==> config.mk <==
export PLATFORM = sky130hd
export DESIGN_NAME = rsm_radio_spi_master_ctrl
export DESIGN_NICKNAME = d
export VERILOG_FILES = /design/src/rsm_pkg.sv /design/src/rsm_sync3.sv /design/src/rsm_radio_spi_master_ctrl.sv
export SDC_FILE = /design/constraint.sdc
export NUM_CORES = 1
export LEC_CHECK = 0
export BUFFER_PORTS_ARGS = -buffer_cell sky130_fd_sc_hd__buf_2
export CORE_MARGIN = 5
export CORE_UTILIZATION = 40
export DETAILED_ROUTE_END_ITERATION = 12
export PLACE_DENSITY_LB_ADDON = 0.1
export SYNTH_ARGS = -nofsm -noshare
export SYNTH_HDL_FRONTEND = slang
export SYNTH_SLANG_ARGS = --single-unit
==> constraint.sdc <==
create_clock -name clock -period 3.4 [get_ports clock]
set_input_delay 0.68 -clock clock [delete_from_list [all_inputs] [get_ports clock]]
set_output_delay 0.68 -clock clock [all_outputs]
set_load 0.01 [all_outputs]
==> src/rsm_pkg.sv <==
// Purpose: shared constants and carriers of the radio serial master port
// Assumes: byte-wide special-function register access, 8-bit addresses
// Notes:   field positions are bit indices inside the 8-bit registers
package rsm_pkg;

  // register addresses on the special-function bus
  localparam logic [7:0] CFG_ADDR  = 8'h84;
  localparam logic [7:0] RATE_ADDR = 8'h85;
  localparam logic [7:0] DATA_ADDR = 8'h86;
  localparam logic [7:0] CTL_ADDR  = 8'hb0;

  // configuration register fields
  localparam int CFG_BUSY_BIT  = 7;
  localparam int CFG_MASTER_ENABLE_BIT = 6;
  localparam int CFG_CPHA_BIT  = 5;
  localparam int CFG_CPOL_BIT  = 4;
  localparam logic [3:0] CFG_LOW_VAL = 4'h7;

  // control register fields
  localparam int CTL_DONE_BIT = 7;
  localparam int CTL_WRITE_COLLISION_FLAG_BIT = 6;
  localparam int CTL_MODE_FAULT_FLAG_BIT = 5;
  localparam int CTL_RSVD_BIT = 4;
  localparam int CTL_NSS_HI   = 3;
  localparam int CTL_NSS_LO   = 2;
  localparam int CTL_TXE_BIT  = 1;
  localparam int CTL_EN_BIT   = 0;

  // reset values and encodings
  localparam logic [1:0] NSS_MODE_RESET = 2'h1;
  localparam logic [1:0] NSS_MODE_FAULT = 2'h1;
  localparam logic [7:0] RATE_RESET     = 8'h00;
  localparam logic [7:0] BYTE_ZERO      = 8'h00;
  localparam logic [2:0] LAST_BIT       = 3'h7;

  typedef struct packed {
    logic master_enable;
    logic clock_phase_sel;
    logic clock_idle_level;
  } rsm_cfg_s;

  typedef struct packed {
    logic       transfer_done_flag;
    logic       write_collision_flag;
    logic       mode_fault_flag;
    logic [1:0] select_mode_field;
    logic       port_enable;
  } rsm_ctl_s;

  typedef struct packed {
    logic       wr;
    logic       rd;
    logic [7:0] addr;
    logic [7:0] wdata;
  } rsm_sfr_req_s;

  typedef enum logic [0:0] {
    ST_IDLE  = 1'b0,
    ST_SHIFT = 1'b1
  } rsm_state_e;

endpackage

==> src/rsm_sync3.sv <==
// Purpose: three-stage pin synchroniser with agreement filter
// Assumes: inputs asynchronous to clock
// Notes:   output moves only when stages two and three agree
module rsm_sync3 #(
  parameter int         WIDTH     = 2,
  parameter logic [7:0] RESET_VAL = 8'h00
) (
  input  wire logic             clock,
  input  wire logic             nrst,
  input  wire logic [WIDTH-1:0] async_in,
  output logic      [WIDTH-1:0] sync_out
);

  if (WIDTH < 1 || WIDTH > 8) begin : g_chk
    $error("rsm_sync3: WIDTH must be 1 to 8");
  end

  logic [WIDTH-1:0] ff1_reg;
  logic [WIDTH-1:0] ff2_reg;
  logic [WIDTH-1:0] ff3_reg;
  logic [WIDTH-1:0] out_reg;
  logic [WIDTH-1:0] agree;
  logic [WIDTH-1:0] out_next;

  // per bit: follow stage three only where two and three match
  assign agree    = ~(ff2_reg ^ ff3_reg);
  assign out_next = (agree & ff3_reg) | (~agree & out_reg);
  assign sync_out = out_reg;

  // stage one feeds stage two only, nothing else reads it
  always_ff @(posedge clock or negedge nrst) begin
    if (!nrst) begin
      ff1_reg <= RESET_VAL[WIDTH-1:0];
      ff2_reg <= RESET_VAL[WIDTH-1:0];
      ff3_reg <= RESET_VAL[WIDTH-1:0];
      out_reg <= RESET_VAL[WIDTH-1:0];
    end else begin
      ff1_reg <= async_in;
      ff2_reg <= ff1_reg;
      ff3_reg <= ff2_reg;
      out_reg <= out_next;
    end
  end

endmodule

==> src/rsm_radio_spi_master_ctrl.sv <==
// Purpose: byte-wide serial master port towards the radio transceiver
// Assumes: one core_clock domain, special-function register strobes
// Notes:   three-wire master only; slave select is never driven here
// Operation
// busy bit high while a transfer runs
// master_enable selects master operation
// phase selects first or second edge centring
// idle level sets serial clock idle state
// config low nibble reads 0111, writes ignored
// sample input one cycle before bit end
// done flag set at transfer end, software clears
// data write while buffer full sets collision
// colliding write discarded, buffer kept
// select low plus mode 01 sets fault
// enabled interrupt from any sticky flag
// reserved control bit reads unspecified, write 0
// software programs select mode to 00
// accepted byte clears buffer-empty
// move into shift register sets buffer-empty
// port_enable turns the port on
// data write starts transfer, read returns receive
// clock rate is core clock over 2(rate+1)
// most significant bit first both directions
module rsm_radio_spi_master_ctrl (
  input  wire logic                 clock,
  input  wire logic                 nrst,
  input  wire rsm_pkg::rsm_sfr_req_s sfr_req,
  output logic      [7:0]           sfr_rdata,
  input  wire logic                 irq_enable,
  output logic                      spi_irq,
  output logic                      sck,
  output logic                      mosi,
  input  wire logic                 miso,
  input  wire logic                 nss_in_n
);

  // sticky flag update; a hardware set beats a software write of 0
  function automatic logic flag_upd(
    input logic cur,
    input logic set,
    input logic wr,
    input logic wbit
  );
    return set | (wr ? wbit : cur);
  endfunction

  rsm_pkg::rsm_cfg_s   cfg_reg;
  rsm_pkg::rsm_cfg_s   cfg_next;
  rsm_pkg::rsm_ctl_s   ctl_reg;
  rsm_pkg::rsm_ctl_s   ctl_next;
  rsm_pkg::rsm_state_e state_reg;
  rsm_pkg::rsm_state_e state_next;
  logic [7:0]          rate_reg;
  logic [7:0]          txbuf_reg;
  logic [7:0]          txbuf_next;
  logic                tx_empty_reg;
  logic                tx_empty_next;
  logic [7:0]          rxbuf_reg;
  logic [7:0]          rxbuf_next;
  logic [7:0]          shift_reg;
  logic [7:0]          shift_next;
  logic [7:0]          shifted;
  logic [7:0]          cnt_reg;
  logic [7:0]          cnt_next;
  logic                half_reg;
  logic                half_next;
  logic [2:0]          bit_reg;
  logic [2:0]          bit_next;
  logic                sck_reg;
  logic                sck_next;
  logic [7:0]          rdata_reg;
  logic [7:0]          rdata_next;
  logic [7:0]          rd_mux;
  logic [1:0]          pin_sync;
  logic                miso_s;
  logic                nss_s_n;
  logic                wr_cfg;
  logic                wr_rate;
  logic                wr_data;
  logic                wr_ctl;
  logic                active;
  logic                shifting;
  logic                half_end;
  logic                bit_end;
  logic                last_bit;
  logic                start;
  logic                accept;
  logic                done_set;
  logic                write_collision_flag_set;
  logic                mode_fault_flag_set;
  logic [7:0]          cfg_rd;
  logic [7:0]          ctl_rd;

  // pins from the radio pass the three-stage filter
  rsm_sync3 #(
    .WIDTH     (2),
    .RESET_VAL (8'h01)
  ) u_sync (
    .clock    (clock),
    .nrst     (nrst),
    .async_in ({miso, nss_in_n}),
    .sync_out (pin_sync)
  );

  assign miso_s  = pin_sync[1];
  assign nss_s_n = pin_sync[0];

  // write strobes per register
  assign wr_cfg  = sfr_req.wr && (sfr_req.addr == rsm_pkg::CFG_ADDR);
  assign wr_rate = sfr_req.wr && (sfr_req.addr == rsm_pkg::RATE_ADDR);
  assign wr_data = sfr_req.wr && (sfr_req.addr == rsm_pkg::DATA_ADDR);
  assign wr_ctl  = sfr_req.wr && (sfr_req.addr == rsm_pkg::CTL_ADDR);

  // port runs only with both master and port enable set
  assign active   = cfg_reg.master_enable & ctl_reg.port_enable;
  assign shifting = (state_reg == rsm_pkg::ST_SHIFT);

  // divider: each half of a bit lasts rate+1 cycles
  assign half_end = shifting && (cnt_reg == rate_reg);
  assign bit_end  = half_end & half_reg;
  assign last_bit = bit_end && (bit_reg == rsm_pkg::LAST_BIT);

  // a full buffer starts a byte when idle or right after the last bit
  assign start  = active & ~tx_empty_reg & (~shifting | last_bit);
  assign accept = wr_data & tx_empty_reg;

  // input bit enters at the bottom, msb leaves first
  assign shifted = {shift_reg[6:0], miso_s};

  // event sources for the sticky flags
  assign done_set = last_bit & active;
  assign write_collision_flag_set = wr_data & ~tx_empty_reg;
  assign mode_fault_flag_set = ~nss_s_n & cfg_reg.master_enable
                  & (ctl_reg.select_mode_field == rsm_pkg::NSS_MODE_FAULT);

  // sequencer: disabling the port aborts a byte at once
  always_comb begin
    state_next = state_reg;
    case (state_reg)
      rsm_pkg::ST_IDLE: begin
        if (start) begin
          state_next = rsm_pkg::ST_SHIFT;
        end
      end
      rsm_pkg::ST_SHIFT: begin
        if (!active) begin
          state_next = rsm_pkg::ST_IDLE;
        end else if (last_bit && !start) begin
          state_next = rsm_pkg::ST_IDLE;
        end
      end
      default: begin
        state_next = rsm_pkg::ST_IDLE;
      end
    endcase
  end

  // half-period counter and bit position
  always_comb begin
    cnt_next  = cnt_reg;
    half_next = half_reg;
    bit_next  = bit_reg;
    if (start || !shifting || !active) begin
      cnt_next  = rsm_pkg::BYTE_ZERO;
      half_next = 1'b0;
      bit_next  = 3'h0;
    end else if (half_end) begin
      cnt_next  = rsm_pkg::BYTE_ZERO;
      half_next = ~half_reg;
      bit_next  = half_reg ? bit_reg + 3'h1 : bit_reg;
    end else begin
      cnt_next  = cnt_reg + 8'h01;
    end
  end

  // shift path; sampling on the final cycle of each bit
  always_comb begin
    shift_next = shift_reg;
    rxbuf_next = rxbuf_reg;
    if (bit_end && active) begin
      shift_next = shifted;
    end
    if (done_set) begin
      rxbuf_next = shifted;
    end
    if (start) begin
      shift_next = txbuf_reg;
    end
  end

  // transmit buffer; a rejected write leaves it untouched
  always_comb begin
    txbuf_next    = txbuf_reg;
    tx_empty_next = tx_empty_reg;
    if (accept) begin
      txbuf_next    = sfr_req.wdata;
      tx_empty_next = 1'b0;
    end else if (start) begin
      tx_empty_next = 1'b1;
    end
  end

  // serial clock: idle level, toggled by half and phase while shifting
  always_comb begin
    if (state_next == rsm_pkg::ST_SHIFT) begin
      sck_next = cfg_reg.clock_idle_level ^ half_next ^ cfg_reg.clock_phase_sel;
    end else begin
      sck_next = cfg_reg.clock_idle_level;
    end
  end

  // configuration write; busy and low nibble are not writable
  always_comb begin
    cfg_next = cfg_reg;
    if (wr_cfg) begin
      cfg_next.master_enable    = sfr_req.wdata[rsm_pkg::CFG_MASTER_ENABLE_BIT];
      cfg_next.clock_phase_sel  = sfr_req.wdata[rsm_pkg::CFG_CPHA_BIT];
      cfg_next.clock_idle_level = sfr_req.wdata[rsm_pkg::CFG_CPOL_BIT];
    end
  end

  // control write and flag events; the reserved bit is not stored
  always_comb begin
    ctl_next = ctl_reg;
    ctl_next.transfer_done_flag = flag_upd(ctl_reg.transfer_done_flag, done_set,
      wr_ctl, sfr_req.wdata[rsm_pkg::CTL_DONE_BIT]);
    ctl_next.write_collision_flag = flag_upd(ctl_reg.write_collision_flag, write_collision_flag_set,
      wr_ctl, sfr_req.wdata[rsm_pkg::CTL_WRITE_COLLISION_FLAG_BIT]);
    ctl_next.mode_fault_flag = flag_upd(ctl_reg.mode_fault_flag, mode_fault_flag_set,
      wr_ctl, sfr_req.wdata[rsm_pkg::CTL_MODE_FAULT_FLAG_BIT]);
    if (wr_ctl) begin
      ctl_next.select_mode_field =
        sfr_req.wdata[rsm_pkg::CTL_NSS_HI:rsm_pkg::CTL_NSS_LO];
      ctl_next.port_enable = sfr_req.wdata[rsm_pkg::CTL_EN_BIT];
    end
  end

  // read images of the two mixed registers
  always_comb begin
    cfg_rd = rsm_pkg::BYTE_ZERO;
    cfg_rd[rsm_pkg::CFG_BUSY_BIT]  = shifting;
    cfg_rd[rsm_pkg::CFG_MASTER_ENABLE_BIT] = cfg_reg.master_enable;
    cfg_rd[rsm_pkg::CFG_CPHA_BIT]  = cfg_reg.clock_phase_sel;
    cfg_rd[rsm_pkg::CFG_CPOL_BIT]  = cfg_reg.clock_idle_level;
    cfg_rd[3:0] = rsm_pkg::CFG_LOW_VAL;
  end

  always_comb begin
    ctl_rd = rsm_pkg::BYTE_ZERO;
    ctl_rd[rsm_pkg::CTL_DONE_BIT] = ctl_reg.transfer_done_flag;
    ctl_rd[rsm_pkg::CTL_WRITE_COLLISION_FLAG_BIT] = ctl_reg.write_collision_flag;
    ctl_rd[rsm_pkg::CTL_MODE_FAULT_FLAG_BIT] = ctl_reg.mode_fault_flag;
    ctl_rd[rsm_pkg::CTL_RSVD_BIT] = 1'b0;
    ctl_rd[rsm_pkg::CTL_NSS_HI:rsm_pkg::CTL_NSS_LO] = ctl_reg.select_mode_field;
    ctl_rd[rsm_pkg::CTL_TXE_BIT]  = tx_empty_reg;
    ctl_rd[rsm_pkg::CTL_EN_BIT]   = ctl_reg.port_enable;
  end

  // read decode; unmapped addresses answer zero
  always_comb begin
    if (sfr_req.addr == rsm_pkg::CFG_ADDR) begin
      rd_mux = cfg_rd;
    end else if (sfr_req.addr == rsm_pkg::RATE_ADDR) begin
      rd_mux = rate_reg;
    end else if (sfr_req.addr == rsm_pkg::DATA_ADDR) begin
      rd_mux = rxbuf_reg;
    end else if (sfr_req.addr == rsm_pkg::CTL_ADDR) begin
      rd_mux = ctl_rd;
    end else begin
      rd_mux = rsm_pkg::BYTE_ZERO;
    end
  end

  // read data held until the next read strobe
  assign rdata_next = sfr_req.rd ? rd_mux : rdata_reg;

  // outputs; interrupt is a level while any flag stands and irq_enable is high
  assign sfr_rdata = rdata_reg;
  assign sck       = sck_reg;
  assign mosi      = shift_reg[7];
  assign spi_irq   = irq_enable & (ctl_reg.transfer_done_flag
                   | ctl_reg.write_collision_flag | ctl_reg.mode_fault_flag);

  // register file
  always_ff @(posedge clock or negedge nrst) begin
    if (!nrst) begin
      cfg_reg  <= '0;
      ctl_reg  <= '{1'b0, 1'b0, 1'b0, rsm_pkg::NSS_MODE_RESET, 1'b0};
      rate_reg <= rsm_pkg::RATE_RESET;
    end else begin
      cfg_reg  <= cfg_next;
      ctl_reg  <= ctl_next;
      rate_reg <= wr_rate ? sfr_req.wdata : rate_reg;
    end
  end

  // buffers and read data
  always_ff @(posedge clock or negedge nrst) begin
    if (!nrst) begin
      txbuf_reg    <= rsm_pkg::BYTE_ZERO;
      tx_empty_reg <= 1'b1;
      rxbuf_reg    <= rsm_pkg::BYTE_ZERO;
      rdata_reg    <= rsm_pkg::BYTE_ZERO;
    end else begin
      txbuf_reg    <= txbuf_next;
      tx_empty_reg <= tx_empty_next;
      rxbuf_reg    <= rxbuf_next;
      rdata_reg    <= rdata_next;
    end
  end

  // serial engine; clock idles low out of reset
  always_ff @(posedge clock or negedge nrst) begin
    if (!nrst) begin
      state_reg <= rsm_pkg::ST_IDLE;
      shift_reg <= rsm_pkg::BYTE_ZERO;
      cnt_reg   <= rsm_pkg::BYTE_ZERO;
      half_reg  <= 1'b0;
      bit_reg   <= 3'h0;
      sck_reg   <= 1'b0;
    end else begin
      state_reg <= state_next;
      shift_reg <= shift_next;
      cnt_reg   <= cnt_next;
      half_reg  <= half_next;
      bit_reg   <= bit_next;
      sck_reg   <= sck_next;
    end
  end

endmodule

==> out/metrics.cfg <==
[finish]
final_cell_mix=66 x dfrtp_1, 33 x buf_2, 20 x nand2_1, 18 x o21ai_0, 17 x mux2_1
areaGrowthSynthToFinish_pct=14.7
instances_no_fill=440
final_common_cell=dfrtp_1
antenna_cells=0
final_layout_size_suffix_gt1_share_pct=23.9
fin_nets=357

[placed_design]
dp_hpwl_mm=5.94
portBuffers=33
gp_congestion=0.869
pre_cts_slack_ns=0.799
post-place-cells=424

[clock_tree]
clkLatencyLatePin_ns=0.34
path_clk_slew_ns=0.08
root_buffer=clkbuf_8
htreeDepth=3
cts_resized=0
cts_setup_buffers=0
cts_tree=yes
clock-sinks=72
cts_hold_buf=0
clock_tree.buffer_depth=2
cts_buffers=9

[yosys]
ys_warn_count=0
synth_edf_count=0
syn_inst=292
yosysSeqAreaShare_pct=53.0
synth_compound_area_share_pct=11.2
synthSimpleGateAreaFrac_pct=14.0
synth-seq-cells=72
muxShareOfSynthArea_pct=14.0
synth_ff_type=dfrtp_1
synthXorXnorAreaFrac_pct=3.08
synth_top_family_by_area=multiplexers
synth_nets=319
synth-adder-area-share_pct=2.05
syn_area_per_cell_um2=11.7
async_reset_ff_share_pct=100
netlist_area_um2=3410
synth_cell_types=54

[setup_path]
reg2reg_depth=8
cp-startpoint=cnt_reg[1]
crit_path_cell_trace=xnor2_1, nand3_1, nor3_1, buf_4, and2_1, ha_1, nand4_1, mux2_2
worstSetupEndpointType=flop
max_stage_delay_ns=0.45
cp_slowest_cell=nand4_1
cp.arrival_ns=2.71
critPathLaunchType=flop
timing_worst_setup_path_type=reg -> reg
critPathTopFamily=simple AND/OR/NAND/NOR gates
r2r_start=cnt_reg[1]
worst-path-buf-inv=1
crit_cells=8
cp.required_ns=3.63
critPathMaxFanout=9

[grt]
met3_usage_pct=4.85
grt_max_degree=42
use_met2_pct=25.4
antenna_found_initial=0
grtUsageMet1_pct=24.0
top_usage_layer=met2
grt_pass1_wl_mm=13.4
overflow=0
track_usage_pct=16.9
grt_pass1_vias=2466

[sta]
setup_viol=0
final_hold_viol_count=0
timing.final.max_slew_violations=0
setup_tns_ns=0
tightest_slew_ns=0.916
finalWorstPathRequiredPeriod_ns=2.47
fmaxAchievable_mhz=404
finClkSkew_ns=0.00906
rsz0062_at_grt=no
fin_crit_sh_pct=72.8
worst_slack_ns=0.925
relSlewSlack_pct=38.3

[hold_path]
hold_depth=0
min_from=u_sync.ff1_reg[1]
min_path_type=reg -> reg

[floorplan]
boundaryPins=34
core_um2=8260
die_h_um=102
std_cell_rows=33
die_area_um2=10500
initial_core_util_pct=41.3
die_x_um=102

[detailed_routing]
wirelength_mm=7.80
drc=0
drtAntennaViolNets=0
vias=2360
wl_per_cell_um=17.7
avgViaCountPerCell=5.36
initialDrtViolationCount=113
drtPass1Iterations=5

[status]
status=complete, no violations

[power]
irDropWorstVdd_uv=223
p_leak_nw=1.91
p_per_area_nw_per_um2=447
totalPowerFinal_w=0.00175

[flow_run]
max_cap_viol_count=0

-- cell usage after synthesis, types with 2 or more instances --
cell type  number  area, um^2
nor2_1          8        30.0
mux2_2         13         146
and3_1          5        31.3
mux2_1         17         191
dfrtp_1        66        1650
nor2b_1         2        12.5
xnor2_1         9        78.8
and2_1          2        12.5
maj3_1          2        20.0
nand2b_1        6        37.5
nand2_1        20        75.1
a22o_1          5        43.8
ha_1            4        50.1
nor3_1          2        10.0
nand4_1         8        50.1
nor4_1          2        12.5
a211oi_1        8        60.1
and3b_1         2        17.5
o21ai_1         3        15.0
a31oi_1         6        37.5
inv_1          11        41.3
o21ai_0        18        90.1
nand3_1        11        55.1
a21oi_1         2        10.0
mux2i_1        14         140
xor2_1          3        26.3
nor3b_1         2        15.0
clkbuf_1        8        30.0
dfstp_2         6         158
o221ai_1        2        17.5
a41o_1          2        20.0
-- cells by family (layout without fill, tap and decap cells) --
logic type               after synthesis  count (layout)
buffers and inverters                 22              65
AND/OR/NAND/NOR                       80              80
XOR/XNOR                              12              12
flip-flops                            72              72
adder cells (fa/ha/maj)                6               6
multiplexers                          44              44
AO/OA/AOI/OAI                         56              56
-- through the flow --
stage | utilization [%] | hold WS (ns) | area (um^2)
after floorplan | - | 0.331 | 3410
final | 47.4 | 0.352 | 3920
after detailed placement | 44.8 | 0.335 | 3700
after global routing | 47.4 | 0.365 | 3920
after global placement | 44.8 | 0.334 | 3700
after CTS | 47.4 | 0.355 | 3920
-- cell type report --
type                            instances  area, um^2
Inverter                               11        41.3
Clock buffer                            9         124
Fill cell                             777        4340
Multi-Input combinational cell        198        1510
Tap cell                              105         131
Clock inverter                          7        95.1
Timing Repair Buffer                   38         203
Sequential cell                        72        1810
-- worst paths after layout --
check	endpoint	slack [ns]
setup / recovery	rxbuf_reg[3]	0.93
min in group asynchronous	rxbuf_reg[1]	0.46
max in group asynchronous	ctl_rd[2]	2.13
hold reg to reg	u_sync.ff2_reg[1]	0.35
setup reg to reg	rxbuf_reg[3]	0.93
hold / removal	u_sync.ff2_reg[1]	0.35
-- where the power goes --
group / total [W] / internal, W / switching, W
clock network: 0.000748 / 0.000414 / 0.000334
logic: 0.000102 / 0.0000376 / 0.0000640
registers: 0.000901 / 0.000881 / 0.0000206
total: 0.00175 / 0.00133 / 0.000418
-- metal layers --
| layer | share of wire (%) | routed length (um) |
|---|---|---|
| met1 | 48 | 3780 |
| met2 | 43 | 3360 |
| met3 | 7.2 | 564 |
| met4 | 1.2 | 95 |
| met5 | 0 | 0 |
-- worst reg2reg max path: cells and delay by family (launching register included) --
kind	cells	cell delay, ns
and+or+nand+nor	4	0.91
muxes	1	0.44
DFF	1	0.44
buffers and inverters	1	0.19
adders and majority gates	1	0.23
xor gates and xnor gates	1	0.17
Note: power is estimated with default switching activity, not from simulation.
